`config.mk`:
```
export PLATFORM = sky130hd
export DESIGN_NAME = pam_port_mux
export DESIGN_NICKNAME = d
export VERILOG_FILES = /design/src/hdl/pam_pkg.sv /design/src/hdl/pam_port_mux.sv
export SDC_FILE = /design/constraint.sdc
export NUM_CORES = 1
export LEC_CHECK = 0
export BUFFER_PORTS_ARGS = -buffer_cell sky130_fd_sc_hd__buf_4
export CAP_MARGIN = 30
export CORE_MARGIN = 2
export CORE_UTILIZATION = 35
export DETAILED_ROUTE_END_ITERATION = 8
export GPL_TIMING_DRIVEN = 0
export SLEW_MARGIN = 20
export SYNTH_ARGS = -nofsm -noshare
export SYNTH_HDL_FRONTEND = slang
export SYNTH_SLANG_ARGS = --single-unit
```
`constraint.sdc`:
```
create_clock -name aclk -period 2 [get_ports aclk]
set_input_delay 0.2 -clock aclk [delete_from_list [all_inputs] [get_ports aclk]]
set_output_delay 0.2 -clock aclk [all_outputs]
set_load 0.1 [all_outputs]
```
`src/hdl/pam_pkg.sv`:
```
`default_nettype none
package pam_pkg;
  localparam int unsigned PORT_W = 16;
  localparam logic [31:0] ADDR_MB_OUT  = 32'h0000_0000;
  localparam logic [31:0] ADDR_MB_DIR  = 32'h0000_0004;
  localparam logic [31:0] ADDR_AD_OUT  = 32'h0000_0008;
  localparam logic [31:0] ADDR_AD_DIR  = 32'h0000_000c;
  localparam logic [31:0] ADDR_CP_OUT  = 32'h0000_0010;
  localparam logic [31:0] ADDR_CP_DIR  = 32'h0000_0014;
  localparam logic [31:0] ADDR_MB_IN   = 32'h0000_0018;
  localparam logic [31:0] ADDR_AD_IN   = 32'h0000_001c;
  localparam logic [31:0] ADDR_CP_IN   = 32'h0000_0020;
  localparam logic [31:0] ADDR_CTRL    = 32'h0000_0024;
  localparam logic [31:0] ADDR_STATUS  = 32'h0000_0028;
  localparam logic [15:0] PORT_RST     = 16'h0000;
  localparam int unsigned CTRL_BUS_EN  = 0;
  localparam int unsigned CTRL_MODE_LO = 1;
  localparam int unsigned CTRL_MODE_HI = 2;
  localparam int unsigned CTRL_ARB_EN  = 3;
  localparam int unsigned CTRL_SEG_EN  = 4;
  localparam int unsigned CTRL_UBS_EN  = 5;
  localparam logic [5:0]  CTRL_RST     = 6'h00;
  localparam int unsigned PIN_RELEASE  = 15;
  localparam int unsigned PIN_ACK      = 14;
  localparam int unsigned PIN_NEED     = 13;
  localparam logic [1:0]  RESP_OKAY    = 2'h0;
  localparam logic [1:0]  RESP_SLVERR  = 2'h2;
  // Bus modes: mux/non-mux, 16-bit/8-bit data.
  typedef enum logic [1:0] {
    PAM_MUX16    = 2'b00,
    PAM_MUX8     = 2'b01,
    PAM_NONMUX16 = 2'b10,
    PAM_NONMUX8  = 2'b11
  } pam_mode_e;
  typedef enum logic [2:0] {
    PAM_IDLE  = 3'b000,
    PAM_ADDR  = 3'b001,
    PAM_DATA  = 3'b010,
    PAM_DATA2 = 3'b011,
    PAM_HELD  = 3'b100
  } pam_state_e;
endpackage
`default_nettype wire

```
`src/hdl/pam_port_mux.sv`:
```
// Summary of operation
// - Alternate input of an output pin sees the output latch.
// - Hardware switches mux bus port direction during a bus access.
// - Mux port serves all four modes; address port only non-multiplexed.
// - Multiplexed: drive address, then float to read or drive write data.
// - Multiplexed 8-bit data: word access takes low then high byte cycle.
// - Non-multiplexed: address port drives address, mux port carries data.
// - Bus controller owns direction and latch input while bus enabled.
// - Disabling bus restores software direction register contents.
// - Non-multiplexed 8-bit mode keeps mux port upper half from I/O.
// - Capture line gets sampled input, or output latch when output.
// - Compare mode 1 toggles the compare port latch on trigger.
// - Compare mode 3 sets on match, clears on a trigger with timer overflow.
// - CPU write to compare latch wins over a coincident compare trigger.
// - Release request: sync, finish cycle, float bus, assert ack.
// - Ack held while request low; released and bus retaken after.
// - CPU stalls during grant only when it needs the external bus.
// - Grant acknowledge is active low and signals a free bus.
// - Device drives its own bus-need output toward the other master.
// - Arbitration enable takes over three pins, sticky until reset.
// - During grant the bus pins float as enabled; strobes weakly parked.
// - Direction zero disables the output buffer; one enables it.
// - Every pin level is sampled into its input latch each cycle.
//
// The implementer's own choices: the AXI4-Lite interface to the registers and the register offsets.
`timescale 1ns/100ps
`default_nettype none
module pam_port_mux (
  input  wire logic        aclk,
  input  wire logic        aresetn,
  input  wire logic [31:0] s_axi_awaddr,
  input  wire logic        s_axi_awvalid,
  output logic             s_axi_awready,
  input  wire logic [31:0] s_axi_wdata,
  input  wire logic [3:0]  s_axi_wstrb,
  input  wire logic        s_axi_wvalid,
  output logic             s_axi_wready,
  output logic [1:0]       s_axi_bresp,
  output logic             s_axi_bvalid,
  input  wire logic        s_axi_bready,
  input  wire logic [31:0] s_axi_araddr,
  input  wire logic        s_axi_arvalid,
  output logic             s_axi_arready,
  output logic [31:0]      s_axi_rdata,
  output logic [1:0]       s_axi_rresp,
  output logic             s_axi_rvalid,
  input  wire logic        s_axi_rready,
  input  wire logic [15:0] mux_bus_port_i,
  output logic [15:0]      mux_bus_port_o,
  output logic [15:0]      mux_bus_port_oe_n,
  input  wire logic [15:0] address_port_i,
  output logic [15:0]      address_port_o,
  output logic [15:0]      address_port_oe_n,
  input  wire logic [15:0] compare_port_i,
  output logic [15:0]      compare_port_o,
  output logic [15:0]      compare_port_oe_n,
  output logic             segment_float,
  output logic             upper_byte_float,
  output logic             write_strobe_float,
  output logic             strobes_parked,
  input  wire logic        ext_req,
  input  wire logic        ext_write,
  input  wire logic        ext_word,
  input  wire logic [15:0] ext_addr,
  input  wire logic [15:0] ext_wdata,
  output logic             ext_done,
  output logic [15:0]      ext_rdata,
  output logic             cpu_stall,
  output logic [15:0]      capture_compare_in,
  input  wire logic [15:0] cmp_trigger,
  input  wire logic [15:0] cmp_mode3,
  input  wire logic [15:0] cmp_overflow
);
  logic [15:0] mb_out_q, mb_dir_q, ad_out_q, ad_dir_q, cp_out_q, cp_dir_q;
  logic [15:0] mb_in_q, ad_in_q, cp_in_q;
  logic [5:0]  ctrl_q;
  logic        arb_lock_q;
  logic        rel_s1_q, rel_s2_q;
  logic [15:0] bus_out_q, rdata_q, lo_byte_q;
  logic        bus_drive_q;
  pam_pkg::pam_state_e st_q;
  logic        aw_q, w_q;
  logic [31:0] awaddr_q, wdata_q;
  logic [3:0]  wstrb_q;
  logic [31:0] rdata_d;
  logic        wr_go, bus_en, nonmux, bus8, arb_on, granted;
  pam_pkg::pam_mode_e mode;

  function automatic logic [15:0] merge(input logic [15:0] old,
                                        input logic [31:0] d,
                                        input logic [3:0] s);
    merge = {s[1] ? d[15:8] : old[15:8], s[0] ? d[7:0] : old[7:0]};
  endfunction

  assign bus_en  = ctrl_q[pam_pkg::CTRL_BUS_EN];
  assign mode    = pam_pkg::pam_mode_e'(ctrl_q[pam_pkg::CTRL_MODE_HI:
                                              pam_pkg::CTRL_MODE_LO]);
  assign nonmux  = bus_en && mode[1];
  assign bus8    = mode[0];
  assign arb_on  = ctrl_q[pam_pkg::CTRL_ARB_EN] || arb_lock_q;
  assign granted = st_q == pam_pkg::PAM_HELD;

  // AXI4-Lite slave; address and data may arrive in either order.
  assign s_axi_awready = !aw_q && !s_axi_bvalid;
  assign s_axi_wready  = !w_q && !s_axi_bvalid;
  assign s_axi_arready = !s_axi_rvalid;
  assign wr_go = aw_q && w_q;
  always_ff @(posedge aclk) begin
    if (!aresetn) begin
      aw_q <= 1'b0;
      w_q <= 1'b0;
      awaddr_q <= 32'h0000_0000;
      wdata_q <= 32'h0000_0000;
      wstrb_q <= 4'h0;
      s_axi_bvalid <= 1'b0;
      s_axi_bresp <= pam_pkg::RESP_OKAY;
    end else begin
      if (s_axi_awvalid && s_axi_awready) begin
        aw_q <= 1'b1;
        awaddr_q <= s_axi_awaddr;
      end
      if (s_axi_wvalid && s_axi_wready) begin
        w_q <= 1'b1;
        wdata_q <= s_axi_wdata;
        wstrb_q <= s_axi_wstrb;
      end
      if (wr_go) begin
        aw_q <= 1'b0;
        w_q <= 1'b0;
        s_axi_bvalid <= 1'b1;
        s_axi_bresp <= (awaddr_q[31:2] <= pam_pkg::ADDR_STATUS[31:2])
                       ? pam_pkg::RESP_OKAY : pam_pkg::RESP_SLVERR;
      end else if (s_axi_bready) begin
        s_axi_bvalid <= 1'b0;
      end
    end
  end

  function automatic logic hit(input logic [31:0] a, input logic [31:0] r);
    hit = a[31:2] == r[31:2];
  endfunction

  // Direction and control registers; directions survive bus use.
  always_ff @(posedge aclk) begin
    if (!aresetn) begin
      mb_dir_q <= pam_pkg::PORT_RST;
      ad_dir_q <= pam_pkg::PORT_RST;
      cp_dir_q <= pam_pkg::PORT_RST;
      ctrl_q   <= pam_pkg::CTRL_RST;
      mb_out_q <= pam_pkg::PORT_RST;
      ad_out_q <= pam_pkg::PORT_RST;
    end else if (wr_go) begin
      if (hit(awaddr_q, pam_pkg::ADDR_MB_DIR))
        mb_dir_q <= merge(mb_dir_q, wdata_q, wstrb_q);
      if (hit(awaddr_q, pam_pkg::ADDR_AD_DIR))
        ad_dir_q <= merge(ad_dir_q, wdata_q, wstrb_q);
      if (hit(awaddr_q, pam_pkg::ADDR_CP_DIR))
        cp_dir_q <= merge(cp_dir_q, wdata_q, wstrb_q);
      if (hit(awaddr_q, pam_pkg::ADDR_CTRL) && wstrb_q[0])
        ctrl_q <= wdata_q[5:0];
      // Latch writes while the bus owns a port are undefined; keep them.
      if (hit(awaddr_q, pam_pkg::ADDR_MB_OUT))
        mb_out_q <= merge(mb_out_q, wdata_q, wstrb_q);
      if (hit(awaddr_q, pam_pkg::ADDR_AD_OUT))
        ad_out_q <= merge(ad_out_q, wdata_q, wstrb_q);
    end
  end

  // Sticky arbitration ownership until reset.
  always_ff @(posedge aclk) begin
    if (!aresetn)
      arb_lock_q <= 1'b0;
    else if (ctrl_q[pam_pkg::CTRL_ARB_EN])
      arb_lock_q <= 1'b1;
  end

  // Compare port latch: CPU write wins, else per-pin compare action.
  always_ff @(posedge aclk) begin
    if (!aresetn) begin
      cp_out_q <= pam_pkg::PORT_RST;
    end else begin
      for (int i = 0; i < 16; i++) begin
        if (wr_go && hit(awaddr_q, pam_pkg::ADDR_CP_OUT) &&
            wstrb_q[i/8]) begin
          cp_out_q[i] <= wdata_q[i];
        end else if (cmp_trigger[i]) begin
          if (!cmp_mode3[i])
            cp_out_q[i] <= !cp_out_q[i];
          else
            cp_out_q[i] <= !cmp_overflow[i];
        end
      end
    end
  end

  // Input latches sample every cycle in any direction.
  always_ff @(posedge aclk) begin
    if (!aresetn) begin
      mb_in_q <= pam_pkg::PORT_RST;
      ad_in_q <= pam_pkg::PORT_RST;
      cp_in_q <= pam_pkg::PORT_RST;
    end else begin
      mb_in_q <= mux_bus_port_i;
      ad_in_q <= address_port_i;
      cp_in_q <= compare_port_i;
    end
  end

  // An output pin reads back its own latch, so software can trigger.
  always_comb begin
    for (int i = 0; i < 16; i++)
      capture_compare_in[i] = cp_dir_q[i] ? cp_out_q[i]
                                          : cp_in_q[i];
  end

  // Release request synchroniser.
  always_ff @(posedge aclk) begin
    if (!aresetn) begin
      rel_s1_q <= 1'b1;
      rel_s2_q <= 1'b1;
    end else begin
      rel_s1_q <= compare_port_i[pam_pkg::PIN_RELEASE];
      rel_s2_q <= rel_s1_q;
    end
  end

  // External bus sequencer and arbitration.
  always_ff @(posedge aclk) begin
    if (!aresetn) begin
      st_q <= pam_pkg::PAM_IDLE;
      bus_out_q <= 16'h0000;
      bus_drive_q <= 1'b0;
      rdata_q <= 16'h0000;
      lo_byte_q <= 16'h0000;
      ext_done <= 1'b0;
    end else begin
      ext_done <= 1'b0;
      case (st_q)
        pam_pkg::PAM_IDLE: begin
          if (arb_on && !rel_s2_q) begin
            st_q <= pam_pkg::PAM_HELD;
            bus_drive_q <= 1'b0;
          end else if (bus_en && ext_req && !ext_done) begin
            st_q <= pam_pkg::PAM_ADDR;
            bus_out_q <= ext_addr;
            bus_drive_q <= !nonmux;
          end
        end
        pam_pkg::PAM_ADDR: begin
          st_q <= pam_pkg::PAM_DATA;
          bus_out_q <= (bus8 && !nonmux) ? {8'h00, ext_wdata[7:0]}
                                         : ext_wdata;
          bus_drive_q <= ext_write;
        end
        pam_pkg::PAM_DATA: begin
          // Pins are taken directly: the input latch still holds the
          // address phase at this edge.
          lo_byte_q <= {8'h00, mux_bus_port_i[7:0]};
          if (bus8 && ext_word) begin
            st_q <= pam_pkg::PAM_DATA2;
            bus_out_q <= {8'h00, ext_wdata[15:8]};
          end else begin
            st_q <= pam_pkg::PAM_IDLE;
            rdata_q <= bus8 ? {8'h00, mux_bus_port_i[7:0]}
                            : mux_bus_port_i;
            ext_done <= 1'b1;
            bus_drive_q <= 1'b0;
          end
        end
        pam_pkg::PAM_DATA2: begin
          st_q <= pam_pkg::PAM_IDLE;
          rdata_q <= {mux_bus_port_i[7:0], lo_byte_q[7:0]};
          ext_done <= 1'b1;
          bus_drive_q <= 1'b0;
        end
        pam_pkg::PAM_HELD: begin
          if (rel_s2_q)
            st_q <= pam_pkg::PAM_IDLE;
        end
        default: st_q <= pam_pkg::PAM_IDLE;
      endcase
    end
  end

  assign ext_rdata = rdata_q;
  assign cpu_stall = granted && ext_req;

  // Pin drivers; oe_n low means driven.
  always_comb begin
    mux_bus_port_o    = mb_out_q;
    mux_bus_port_oe_n = ~mb_dir_q;
    address_port_o    = ad_out_q;
    address_port_oe_n = ~ad_dir_q;
    compare_port_o    = cp_out_q;
    compare_port_oe_n = ~cp_dir_q;
    if (bus_en) begin
      mux_bus_port_o    = bus_out_q;
      mux_bus_port_oe_n = {16{!bus_drive_q || granted}};
      if (mode == pam_pkg::PAM_NONMUX8)
        mux_bus_port_oe_n[15:8] = 8'hff;
      if (nonmux) begin
        address_port_o    = ext_addr;
        address_port_oe_n = {16{granted}};
      end
    end
    if (arb_on) begin
      compare_port_oe_n[pam_pkg::PIN_RELEASE] = 1'b1;
      compare_port_o[pam_pkg::PIN_ACK]  = !granted;
      compare_port_oe_n[pam_pkg::PIN_ACK]  = 1'b0;
      compare_port_o[pam_pkg::PIN_NEED] = !(bus_en && ext_req);
      compare_port_oe_n[pam_pkg::PIN_NEED] = 1'b0;
    end
  end
  assign segment_float      = granted && bus_en &&
                              ctrl_q[pam_pkg::CTRL_SEG_EN];
  assign upper_byte_float   = granted && ctrl_q[pam_pkg::CTRL_UBS_EN];
  assign write_strobe_float = granted;
  assign strobes_parked     = granted;

  // Register read path.
  always_comb begin
    rdata_d = 32'h0000_0000;
    case (s_axi_araddr[7:2])
      pam_pkg::ADDR_MB_OUT[7:2]: rdata_d[15:0] = mb_out_q;
      pam_pkg::ADDR_MB_DIR[7:2]: rdata_d[15:0] = mb_dir_q;
      pam_pkg::ADDR_AD_OUT[7:2]: rdata_d[15:0] = ad_out_q;
      pam_pkg::ADDR_AD_DIR[7:2]: rdata_d[15:0] = ad_dir_q;
      pam_pkg::ADDR_CP_OUT[7:2]: rdata_d[15:0] = cp_out_q;
      pam_pkg::ADDR_CP_DIR[7:2]: rdata_d[15:0] = cp_dir_q;
      pam_pkg::ADDR_MB_IN[7:2]:  rdata_d[15:0] = mb_in_q;
      pam_pkg::ADDR_AD_IN[7:2]:  rdata_d[15:0] = ad_in_q;
      pam_pkg::ADDR_CP_IN[7:2]:  rdata_d[15:0] = cp_in_q;
      pam_pkg::ADDR_CTRL[7:2]:   rdata_d[5:0]  = ctrl_q;
      pam_pkg::ADDR_STATUS[7:2]: rdata_d[3:0]  = {arb_lock_q, granted,
                                                  st_q != pam_pkg::PAM_IDLE,
                                                  !rel_s2_q};
      default:                   rdata_d = 32'h0000_0000;
    endcase
    if (s_axi_araddr[31:8] != 24'h00_0000)
      rdata_d = 32'h0000_0000;
  end
  always_ff @(posedge aclk) begin
    if (!aresetn) begin
      s_axi_rvalid <= 1'b0;
      s_axi_rdata <= 32'h0000_0000;
      s_axi_rresp <= pam_pkg::RESP_OKAY;
    end else if (s_axi_arvalid && s_axi_arready) begin
      s_axi_rvalid <= 1'b1;
      s_axi_rdata <= rdata_d;
      s_axi_rresp <= (s_axi_araddr[31:2] <= pam_pkg::ADDR_STATUS[31:2])
                     ? pam_pkg::RESP_OKAY : pam_pkg::RESP_SLVERR;
    end else if (s_axi_rready) begin
      s_axi_rvalid <= 1'b0;
    end
  end

  a_grant_after_sync: assert property (@(posedge aclk) disable iff (!aresetn)
    (arb_on && st_q == pam_pkg::PAM_IDLE && !rel_s2_q) |=> granted)
    else $error("grant not taken after release request");
  a_ack_pin_low: assert property (@(posedge aclk) disable iff (!aresetn)
    (arb_on && granted) |-> !compare_port_o[pam_pkg::PIN_ACK])
    else $error("ack not low while granted");
  a_release_ends: assert property (@(posedge aclk) disable iff (!aresetn)
    (granted && rel_s2_q) |=> !granted)
    else $error("grant held after release");
  a_arb_sticky: assert property (@(posedge aclk) disable iff (!aresetn)
    arb_lock_q |=> arb_lock_q)
    else $error("arbitration lock dropped");
  a_cpu_wins: assert property (@(posedge aclk) disable iff (!aresetn)
    (wr_go && hit(awaddr_q, pam_pkg::ADDR_CP_OUT) && wstrb_q[0])
    |=> cp_out_q[0] == $past(wdata_q[0]))
    else $error("compare trigger beat cpu write");
  a_toggle_mode1: assert property (@(posedge aclk) disable iff (!aresetn)
    (cmp_trigger[1] && !cmp_mode3[1] && !wr_go)
    |=> cp_out_q[1] != $past(cp_out_q[1]))
    else $error("mode 1 did not toggle");
  a_capture_loop: assert property (@(posedge aclk) disable iff (!aresetn)
    cp_dir_q[2] |-> capture_compare_in[2] == cp_out_q[2])
    else $error("capture not from latch");
  a_sync_delay: assert property (@(posedge aclk) disable iff (!aresetn)
    $fell(compare_port_i[pam_pkg::PIN_RELEASE]) ##1
    !compare_port_i[pam_pkg::PIN_RELEASE] |=> !rel_s2_q)
    else $error("sync latency wrong");
endmodule // pam_port_mux
`default_nettype wire

```
**Yosys cells after proc, flatten, opt, wreduce, memory -nomap -nowiden**

Index checks and enable logic that the tools add are counted.

- Output and inout port bits: 175
- Input bits: 238
- Register bits: 288

- Muxes and demuxes: 102
- Eq/ne operators: 27
- Order comparisons: 2
- Reduce and logical (&&, ||, !) cells: 106
- Bitwise gates (word level): 4

Operators with widths:

| operator | count |
|---|---|
| $mux W16 | 13 |
| $pmux W10 S9 | 1 |
| $mux W1 | 72 |
| $eq A30 B2 Y1 const B | 2 |
| $eq A30 B3 Y1 const B | 2 |
| $le A30 B4 Y1 const B | 2 |
| $not A16 Y16 | 3 |
| $pmux W16 S3 | 1 |
| $pmux W4 S11 | 1 |
| $logic_not A1 Y1 | 42 |
| $reduce_bool A2 Y1 | 19 |
| $reduce_and A3 Y1 | 11 |
| $pmux W16 S2 | 1 |
| $eq A30 B1 Y1 const B | 1 |
| $eq A30 B4 Y1 const B | 1 |
| $logic_not A30 Y1 | 1 |
| $eq A6 B3 Y1 const B | 4 |
| $reduce_bool A24 Y1 | 1 |
| $logic_and A1 B1 Y1 | 20 |
| $pmux W2 S10 | 1 |
| $eq A6 B4 Y1 const B | 3 |
| $eq A6 B2 Y1 const B | 2 |
| $mux W3 | 4 |
| $pmux W3 S4 | 1 |
| 20 further kinds | 32 |

**Longest topological paths before layout**

Gate-level depths: netlist of run 1.

- Depth after elaboration: 5
- Mapped depth: 8
- Gate-level depth less buffers: 5

**Least setup slack after synthesis of run 1**

No wires, ideal clock.

- Kind: register -> output
- From: register st_q[0]
- To: output mux_bus_port_oe_n[10]
- Cell stages (with the launch flop): 6
- Data arrival time: 5097 ps
- Setup slack: -3297 ps
- Path through: dfxtp_1 clkbuf_1 nor3b_1 o21ai_1 a21boi_0 o21ai_0

- Cells in the longest elaborated chain, start to end: 4

Ends and longest elaborated chain:

| what | line | RTL |
|---|---|---|
| from (decl) | pam_port_mux.sv:81 | `pam_pkg::pam_state_e st_q;` |
| from (signal assigned) | pam_port_mux.sv:230 | `st_q <= pam_pkg::PAM_IDLE;` |
| from (signal assigned) | pam_port_mux.sv:241 | `st_q <= pam_pkg::PAM_HELD;` |
| from (signal assigned) | pam_port_mux.sv:244 | `st_q <= pam_pkg::PAM_ADDR;` |
| $eq A3 B3 Y1 | pam_port_mux.sv:101 | `assign granted = st_q == pam_pkg::PAM_HELD;` |
| named net strobes_parked | pam_port_mux.sv:60 | `output logic strobes_parked,` |
| $logic_or A1 B1 Y1 | pam_port_mux.sv:298 | `mux_bus_port_oe_n = {16{!bus_drive_q \|\| granted}};` |
| $mux W8 | pam_port_mux.sv:299 | `if (mode == pam_pkg::PAM_NONMUX8)` |
| $mux W16 | pam_port_mux.sv:296 | `if (bus_en) begin` |
| to (decl) | pam_port_mux.sv:50 | `output logic [15:0] mux_bus_port_oe_n,` |

The timed path passes the listed nets, and every way through them passes these cells.

**Worst setup path after layout of run 1**

- From: register st_q[0]
- To: output mux_bus_port_oe_n[15]

- Cells in the longest elaborated chain, start to end: 4

Ends and longest elaborated chain:

| what | line |
|---|---|
| $eq A3 B3 Y1 | pam_port_mux.sv:101 |
| $logic_or A1 B1 Y1 | pam_port_mux.sv:298 |
| $mux W8 | pam_port_mux.sv:299 |
| $mux W16 | pam_port_mux.sv:296 |

Every way passes these cells.

==> results of run 1 <==
## cells in the mapped netlist (3+ instances only)
cell type / number / area [um2]
nand2_1: 335 / 1260
dfxtp_1: 268 / 5370
mux2i_1: 116 / 1160
o21ai_0: 85 / 425
a21oi_1: 84 / 420
nor2_1: 75 / 282
clkbuf_1: 72 / 270
and2_1: 54 / 338
mux2_2: 42 / 473
buf_4: 33 / 248
inv_1: 29 / 109
nand2b_1: 27 / 169
a211oi_1: 20 / 150
nor4_1: 20 / 125
o22ai_1: 20 / 125
mux4_2: 19 / 428
nor2b_1: 19 / 119
a22o_1: 17 / 149
buf_1: 12 / 45.0
nor3_1: 12 / 60.1
a222oi_1: 9 / 90.1
a311oi_1: 8 / 70.1
a31o_2: 8 / 70.1
a22oi_1: 6 / 45.0
buf_2: 6 / 30.0
nand4_1: 5 / 31.3
nor3_4: 5 / 81.3
a221oi_1: 4 / 35.0
nand3_1: 4 / 20.0
nor4_4: 4 / 85.1
and3_1: 3 / 18.8
or2_2: 3 / 18.8
## cell families after synthesis
logic type	share of synthesized area
AOI/OAI and AO/OA	0.137
and+or+nand+nor	0.218
muxes	0.163
buffers and inverters	0.0571
DFF	0.424
xor gates and xnor gates	0.000693
other	0.000297
## report_power, final
| group | internal, uW | switching, uW | leakage [uW] | total (uW) |
|---|---|---|---|---|
| clock | 3140 | 2210 | 0.000475 | 5350 |
| combinational | 808 | 1240 | 0.00584 | 2050 |
| sequential | 5490 | 139 | 0.00219 | 5630 |
| total | 9430 | 3590 | 0.00850 | 13000 |
## how the worst max path moves through the flow
stage / slack [ns] / to / depth (start not counted)
floorplan: -0.61 / mux_bus_port_oe_n[10] / 5
global placement: -0.94 / bus_out_q[10] / 5
detailed placement: -0.67 / s_axi_rdata[8] / 8
CTS: -0.28 / mux_bus_port_oe_n[15] / 8
global route: -0.31 / mux_bus_port_oe_n[15] / 8
finish: -0.29 / mux_bus_port_oe_n[15] / 8
## sequential cells by signal, indices dropped and copies added (netlist names), 2 cells and up
| signal | count |
|---|---|
| st_q | 3 |
| mb_dir_q | 16 |
| ext_rdata | 16 |
| bus_out_q | 16 |
| ad_dir_q | 16 |
| wdata_q | 16 |
| mb_out_q | 16 |
| mb_in_q | 16 |
| wstrb_q | 2 |
| lo_byte_q | 8 |
| ctrl_q | 6 |
| awaddr_q | 30 |
| ad_in_q | 16 |
| cp_dir_q | 16 |
| cp_in_q | 16 |
| ad_out_q | 16 |
| cp_out_q | 16 |
| s_axi_rdata | 16 |
## per-stage QoR
step / instances / setup WS (ns) / power [uW]
after floorplan: 1479 / -0.611 / 6820
after global placement: 2309 / -0.941 / 7530
after detailed placement: 2311 / -0.671 / 7550
after CTS: 2494 / -0.282 / 13000
after global routing: 2510 / -0.307 / 13400
final: 2511 / -0.285 / 13000
## cell usage in the layout (no fill, tap or decap), types with 8 or more instances in the layout
cell type and instances:
a31o_2 8, dfxtp_2 11, o22ai_1 20, nand2_1 298
nand2b_1 27, a21oi_1 81, mux2_2 39, conb_1 18
buf_6 25, a311oi_1 8, nand2_4 30, buf_4 357
buf_12 76, a222oi_1 9, mux4_2 19, o21ai_4 33
nor4_1 15, dlygate4sd3_1 98, nor3_4 8, dfxtp_1 252
clkbuf_8 11, inv_1 28, clkbuf_16 36, and2_1 50
a211oi_1 18, nor3_1 11, clkbuf_2 11, clkbuf_1 50
a22o_1 17, nor2b_1 17, buf_1 8, nor2_1 71
o21ai_0 52, mux2i_1 115
## per-layer routing
| metal | track usage | share of wire | wire, um | vias up |
|---|---|---|---|---|
| li1 | - | - | - | 6172 |
| met1 | 0.341 | 0.41 | 22200 | 6199 |
| met2 | 0.467 | 0.48 | 25600 | 596 |
| met3 | 0.0397 | 0.069 | 3700 | 108 |
| met4 | 0.0934 | 0.039 | 2090 | 0 |
| met5 | 0 | 0 | 0 | - |
## final cells by class
class	instances	area (um2)
diodes	2	5.00
plain buffers	117	768
clock buffers	42	875
clock inverters	10	80.1
fillers	3109	15000
inverters	29	109
multi-input cells	1058	7480
flip-flops and latches	268	5400
well taps	461	577
repair buffers	524	5270
## critical path, cell delays in order, from the launching register on
cell and delay (ns):
dfxtp_4 0.35, clkbuf_16 0.14, nor3b_4 0.19, buf_6 0.15
o21ai_4 0.07, a21boi_4 0.15, buf_12 0.18, o21ai_4 0.09
buf_12 0.20
## repair_timing
| action | 4_1_cts | 5_1_grt |
|---|---|---|
| hold endpoints to repair | 123 | 0 |
| resized for setup | 255 | 133 |
| cloned | 3 | 1 |
| pin swaps | 21 | 28 |
| setup buffers | 37 | 15 |
| endpoints found under the setup margin | 230 | 210 |
| hold buffers | 98 | 0 |
==> metrics.txt, run 1 <==
WS Path Type=flip-flop to primary output; critical-path maximum fanout=8; required time of the critical path=roughly 1.8 ns; via count=between 10000 and 15000; antenna-violating nets left=0; worst setup margin=-0.285 ns; period utilisation layout=1.14; Post-Layout Inst Area=roughly 21000 um2; Worst-path clk slew=approximately 0.07 ns; crit path from=st_q[0]; max_slew headroom=0.347; #FFs+latches synth=approximately 270; Yosys warnings=0; Worst setup SP type=flip-flop; syn avg cell area=a little under 9 um2; largest net degree at the start of global routing=19; H-tree depth=1; Setup crit end kind=primary output; Finished Core Util=0.578; synthesized instance count=1462; Pleak=approximately 0.0085 uW; Worst Skew=roughly 0.011 ns; IO Port Bufs=about 370; initial core utilization=0.355; worst hold path type=primary input to flip-flop; CTS tree=done; Net count, final=2265; Setup TNS Final=-9.85 ns; RR Startpoint=awaddr_q[12]; share of cells above drive strength 1=0.362; WHS Endpoint=awaddr_q[23]; GR Overflow Total=0; Max Freq=roughly 440 MHz; Fin Hold WS=0.0460 ns; initial antenna violation count=2; MaxCap Viol Count=0; clock tree root driver cell=clkbuf_16; Rows=69; failing checks=negative setup slack; DIE AREA=between 30000 and 40000 um2; Ports=a little over 400; status=finished with violations; Placed Area=approximately 17000 um2; detailed placement HPWL=about 40000 um; Hold Crit Depth=4; Tmin final=about 2.3 ns; synth-to-layout area growth=62.6%; clk sinks=268; Crit path arrival time=about 2.1 ns; post-synthesis sequential area ratio=0.424; # DRC=0; FF-to-FF End=ad_out_q[12]; Longest Clk Path Bufs=3; Routed WL=between 50000 and 60000 um; worst-margin pin slew=0.979 ns; final hold violations=0; Yosys cell types=62; EDFF count, synth=0; GRT Overall Usage=0.269; synthesized cell area=between 10000 and 15000 um2; Hold Startpoint=s_axi_awvalid; Num CTS Buffers=29; vias in the first global route=around 13000; Post-synth top flop=dfxtp_1; Max VDD drop=~0.00064 V; first-pass GRT wire length=between 70000 and 80000 um; RSZ-0062 raised after global routing=yes; Slew Limit Fails=0; WL/cell=21.4 um; drt initial violations=approximately 850; chip height=approximately 190 um; Worst R2R Setup Slack=-0.05 ns; Setup-failing EPs final=between 90 and 100; Placer Congestion=0.941; clk_lat worst skew=0.55 ns; worst reg-to-reg path cell count=9; Pre-antenna DRT Iters=5; average vias per placed instance=between 5 and 6; Die W=~190 um; P per Cell Area=634 nW/um2; fraction of registers with async set/reset=0; Core ar.=between 30000 and 40000 um2
Note: power is estimated with default switching activity, not from simulation.
==> run 2: changes to the inputs <==
--- a/config.mk
+++ b/config.mk
@@ -11,6 +11,7 @@
 export CORE_UTILIZATION = 35
 export DETAILED_ROUTE_END_ITERATION = 8
 export GPL_TIMING_DRIVEN = 0
+export REMOVE_ABC_BUFFERS = 1
 export SLEW_MARGIN = 20
 export SYNTH_ARGS = -nofsm -noshare
 export SYNTH_HDL_FRONTEND = slang
==> metrics.txt, run 2 (synthesized netlist as in run 1, its figures left out) <==
status=finished with violations; failing checks=negative setup slack; commonest non-fill, non-tap cell in the layout=buf_4; DIE AREA=37700 um2 (unchanged); critical-path cell list=buf_16 > nor3b_4 > buf_6 > o21ai_4 > a21boi_4 > buf_12 > o21ai_4 > buf_12; vias in the first global route=12500 (-3.8%); required time of the critical path=1.80 ns (about the same); Rows=69 (unchanged); P per Cell Area=656 nW/um2 (+3.5%); chip height=194 um (unchanged); worst hold path type=primary input to flip-flop; RSZ-0062 raised after global routing=yes; period utilisation layout=1.15 (+0.00573); WL/cell=21.3 um (-0.42%); Core ar.=35600 um2 (unchanged); Placer Congestion=0.851 (-9.6%); H-tree depth=1 (unchanged); WS Path Type=flip-flop to primary output; Max stage delay on crit path=0.36 ns (about the same); GR Overflow Total=0 (unchanged); critical-path maximum fanout=8 (unchanged); Placed Instances=2205 (-4.6%); final hold violations=0 (unchanged); clock tree root driver cell=clkbuf_16; worst reg-to-reg path cell count=9 (unchanged); Ports=413 (unchanged); GRT Overall Usage=0.258 (-0.0118); RR Startpoint=awaddr_q[23]; Pre-antenna DRT Iters=5 (unchanged); Finished Layout Cells=2418 (-3.7%); IO Port Bufs=372 (+0.81%); worst-margin pin slew=0.811 ns (-0.168 ns); cell-internal power=9590 uW (+1.6%); max_slew headroom=0.459 (+0.112); Worst R2R Setup Slack=-0.06 ns (about the same); Largest register FFs=30 (unchanged); Worst setup SP type=flip-flop; clk_lat worst skew=0.55 ns (about the same); Longest Clk Path Bufs=3 (unchanged); Top Family by Delay on Critical Path=buffers and inverters; antenna-violating nets left=0 (unchanged); detailed placement HPWL=34900 um (-14%); largest net degree at the start of global routing=92 (+73); Num CTS Buffers=31 (+6.9%); clk sinks=268 (unchanged); most frequent cells in the layout=buf_4, nand2_1, dfxtp_1; Crit path arrival time=2.10 ns (about the same); synth-to-layout area growth=58.4%; Net count, final=2179 (-3.8%); Hold Startpoint=cmp_overflow[7]; Max VDD drop=0.000851 V (+33%); critical path's slowest cell=dfxtp_4; combinational power share=0.150 (-0.007); crit path buf inv count=4 (unchanged); switching portion of total power=0.270 (-0.00570); # DRC=0 (unchanged); via count=12800 (-2.1%); Worst Skew=0.0114 ns (+0.000826 ns); Sequential Power Share=0.427 (-0.005); Clk pwr share=0.422 (+0.011); Die W=194 um (unchanged); register with the most flip-flops=awaddr_q; first-pass GRT wire length=75000 um (-3.7%); WHS Endpoint=cp_out_q[7]; Setup crit end kind=primary output; drt initial violations=752 (-12%); Setup-failing EPs final=64 (-32%); Fin Hold WS=0.0426 ns (-0.00341 ns); Slew Limit Fails=0 (unchanged); Pleak=0.00811 uW (-4.7%); crit path from=st_q[2]; average vias per placed instance=5.30 (+1.7%); share of cells above drive strength 1=0.354 (-0.00852); initial core utilization=0.355 (unchanged); initial antenna violation count=4 (+2); CTS tree=done; Routed WL=51400 um (-4.1%); Hold Crit Depth=4 (unchanged); Tmin final=2.30 ns (+0.0115 ns); MaxCap Viol Count=0 (unchanged); FF-to-FF End=mb_dir_q[5]; Net Switching=3540 uW (-1.2%); Max Freq=435 MHz (-0.50%); Worst-path clk slew=0.06 ns (about the same); worst setup margin=-0.297 ns (-0.0115 ns)
-- run 2: cell types whose count changed in the layout (fill, tap and decap cells not counted), sizes merged --
| cell | before | now |
|---|---|---|
| dlygate4sd3 | 98 | 99 |
| or2 | 4 | 5 |
| clkbuf | 109 | 42 |
| bufbuf | 0 | 2 |
| bufinv | 1 | 3 |
| diode | 2 | 1 |
| buf | 476 | 448 |
| clkinvlp | 2 | 1 |
| nand2 | 335 | 337 |
| clkinv | 7 | 3 |
-- run 2: cell type report --
type	instances	area [um2]
Inverter	29	114
Tap cell	461	577
Fill cell	3115	15500
Multi-Input combinational cell	1061	7400
Timing Repair Buffer	550	5570
Sequential cell	268	5390
Antenna cell	1	2.50
Clock inverter	7	113
Clock buffer	41	853
-- run 2: stage by stage --
| step | worst slack, ns | setup TNS, ns | utilization | area [um2] | total power, uW |
|---|---|---|---|---|---|
| 6_report | -0.297 | -9.71 | 0.563 | 20000 | 13100 |
| 4_1_cts | -0.330 | -16.51 | 0.545 | 19400 | 13200 |
| 5_1_grt | -0.348 | -16.74 | 0.563 | 20000 | 13600 |
| 3_3_place_gp | -4.65 | -614.69 | 0.435 | 15500 | 7410 |
| 2_1_floorplan | -6.82 | -370.27 | - | 12100 | 6670 |
| 3_5_place_dp | -1.85 | -153.17 | 0.444 | 15800 | 7480 |
-- run 2: repair_timing --
action / 4_1_cts / 5_1_grt
pin swaps: 20 / 25
hold endpoints to repair: 123 / 0
hold buffers: 99 / 0
endpoints found under the setup margin: 221 / 187
resized for setup: 287 / 113
buffers inserted: 41 / 19
gates cloned: 4 / 1
-- run 2: per-layer routing --
layer	global-route usage	vias to the layer above	wire, um
met5	0	-	23
met4	0.0926	4	1980
met3	0.0583	112	4320
met2	0.422	601	24000
met1	0.332	6111	21100
li1	-	5978	-
-- run 2: worst register-to-register path, stage by stage (launching register included) --
cell and delay [ns]:
dfxtp_2 0.33, nor4_4 0.27, nand4_1 0.14, buf_6 0.15, buf_6 0.10, or2_4 0.25, buf_6 0.14, nor4_4 0.18
buf_12 0.20, mux2i_1 0.23
-- run 2: how the worst max path moves through the flow --
stage	end	slack [ns]	depth (start not counted)
2_1_floorplan	address_port_oe_n[0]	-6.82	3
3_3_place_gp	s_axi_rdata[0]	-4.65	5
3_5_place_dp	mux_bus_port_oe_n[12]	-1.85	6
4_1_cts	mux_bus_port_oe_n[12]	-0.33	8
5_1_grt	mux_bus_port_oe_n[12]	-0.35	8
6_report	mux_bus_port_oe_n[12]	-0.30	8
-- run 2: power groups by stage --
stage / clock [uW] / combinational (uW) / sequential (uW)
after global routing: 5860 / 2080 / 5630
after global placement: 0 / 1690 / 5720
after floorplan: 0 / 799 / 5870
after CTS: 5630 / 1940 / 5610
after detailed placement: 0 / 1750 / 5720
final: 5550 / 1970 / 5610
==> run 3: changes to the inputs <==
--- a/config.mk
+++ b/config.mk
@@ -9,8 +9,10 @@
 export CAP_MARGIN = 30
 export CORE_MARGIN = 2
 export CORE_UTILIZATION = 35
+export CTS_CLUSTER_SIZE = 25
 export DETAILED_ROUTE_END_ITERATION = 8
 export GPL_TIMING_DRIVEN = 0
+export PLACE_DENSITY = 0.72
 export REMOVE_ABC_BUFFERS = 1
 export SLEW_MARGIN = 20
 export SYNTH_ARGS = -nofsm -noshare
==> metrics.txt, run 3 (synthesized netlist as in run 1, its figures left out) <==
status=finished with violations; failing checks=negative setup slack; via count=13100 (+2.3%); Longest Clk Path Bufs=3 (unchanged); Max Freq=455 MHz (+4.6%); first-pass GRT wire length=76700 um (+2.3%); Pre-antenna DRT Iters=6 (+1); Net count, final=2168 (-0.50%); Core ar.=35600 um2 (unchanged); commonest non-fill, non-tap cell in the layout=buf_4; clk_lat worst skew=0.56 ns (about the same); Setup-failing EPs final=35 (-45%); final hold violations=0 (unchanged); DIE AREA=37700 um2 (unchanged); Setup TNS Final=-4.02 ns (+5.69 ns); H-tree depth=1 (unchanged); Die W=194 um (unchanged); WL/cell=21.7 um (+2.1%); GR Overflow Total=0 (unchanged); synth-to-layout area growth=55.7%; detailed placement HPWL=34800 um (-0.13%); register with the most flip-flops=awaddr_q; Placer Congestion=0.883 (+3.7%); initial antenna violation count=6 (+2); worst setup margin=-0.196 ns (+0.101 ns); Setup crit end kind=primary output; required time of the critical path=1.80 ns (about the same); Ports=413 (unchanged); Tot Pwr=13000 uW (-1.2%); WS Path Type=flip-flop to primary output; Routed WL=52400 um (+1.8%); antenna-violating nets left=0 (unchanged); Slew Limit Fails=0 (unchanged); critical-path cell list=nor3b_4 > buf_6 > o21ai_4 > a21boi_4 > buf_12 > o21ai_4 > buf_12; # diodes=0 (-1); critical-path maximum fanout=5 (-3); initial core utilization=0.355 (unchanged); Largest register FFs=30 (unchanged); max_slew headroom=0.513 (+0.0534); clk sinks=268 (unchanged); Worst-path clk slew=0.06 ns (about the same); drt initial violations=1021 (+36%); period utilisation layout=1.10 (-0.0504); CTS tree=done; Hold Crit Depth=3 (-1); largest net degree at the start of global routing=124 (+35%); Max VDD drop=0.000734 V (-14%); Pleak=0.00801 uW (-1.2%); share of cells above drive strength 1=0.342 (-0.0119); # DRC=0 (unchanged); Num CTS Buffers=29 (-6.5%); IO Port Bufs=372 (unchanged); worst reg-to-reg path cell count=8 (-1); critical path's slowest cell=dfxtp_4; P per Cell Area=659 nW/um2 (+0.48%); Worst Skew=0.0193 ns (+0.00785 ns); worst hold path type=primary input to flip-flop; worst-margin pin slew=0.729 ns (-0.0821 ns); chip height=194 um (unchanged); Worst setup SP type=flip-flop; Crit path arrival time=2.00 ns (-0.10 ns); GRT Overall Usage=0.262 (+0.00461); Tmin final=2.20 ns (-0.101 ns); MaxCap Viol Count=0 (unchanged); Rows=69 (unchanged); most frequent cells in the layout=buf_4, nand2_1, dfxtp_1; RSZ-0062 raised after global routing=yes; clock tree root driver cell=clkbuf_16; average vias per placed instance=5.43 (+2.6%); Max stage delay on crit path=0.35 ns (about the same); vias in the first global route=12900 (+3.3%)
[run 3: cell count changes in the layout (fill, tap and decap cells not counted), sizes merged]
| cell | change |
|---|---|
| and2 | +2 |
| buf | -7 |
| bufbuf | -2 |
| bufinv | -2 |
| clkbuf | +5 |
| clkinv | +1 |
| clkinvlp | -1 |
| diode | -1 |
| dlygate4sd3 | -1 |
| inv | +1 |
| nand2 | -1 |
[run 3: what timing repair did]
item                                   CTS  global route
setup endpoints to repair              219           196
gates resized for setup                261           104
pin swaps                               23            12
buffers inserted                        45            10
gates cloned                             4             2
hold buffers                            98             0
endpoints found under the hold margin  123             0
[run 3: through the flow]
step	cell area, um2	worst slack (ns)	std cells	hold slack (ns)	util
final	19700	-0.196	2412	0.0291	0.554
after global routing	19700	-0.225	2412	0.0457	0.554
after CTS	19100	-0.232	2399	0.0162	0.536
after detailed placement	15700	-1.47	2201	0.391	0.440
after global placement	15500	-4.24	2188	0.393	0.435
after floorplan	12100	-6.82	1355	0.273	-
[run 3: path summary, 6_finish.rpt]
check	end	startpoint	slack, ns
setup / recovery	mux_bus_port_oe_n[9]	st_q[2]	-0.20
hold / removal	cp_dir_q[2]	aresetn	0.03
setup reg to reg	mb_dir_q[7]	awaddr_q[7]	0.04
hold reg to reg	rel_s2_q	rel_s1_q	0.44
[run 3: layout make-up]
type                       count  area [um2]
fill                        3027       15900
multi-input combinational   1062        7320
sequential                   268        5400
timing repair buffer         540        5320
clock buffer                  46         900
tap                          461         577
inverter                      29         114
clock inverter                 6        58.8
[run 3: worst max-delay path: cells and delay by family (launching register included)]
kind	cells	cell delay [ns]
buffers and inverters	3	0.47
AO/OA/AOI/OAI	3	0.46
flip-flops	1	0.35
AND/OR/NAND/NOR	1	0.16
[run 3: routing by layer]
layer,GRT usage,part of all wire,vias up
met2,0.420,0.46,728
met3,0.0534,0.089,155
met4,0.124,0.049,4
met1,0.338,0.40,6244
li1,-,-,5974
met5,0,0.00052,-
[run 3: where the power goes]
| group | internal, uW | switching (uW) |
|---|---|---|
| Sequential | 5490 | 137 |
| Combinational | 771 | 1190 |
| Clock | 3180 | 2200 |
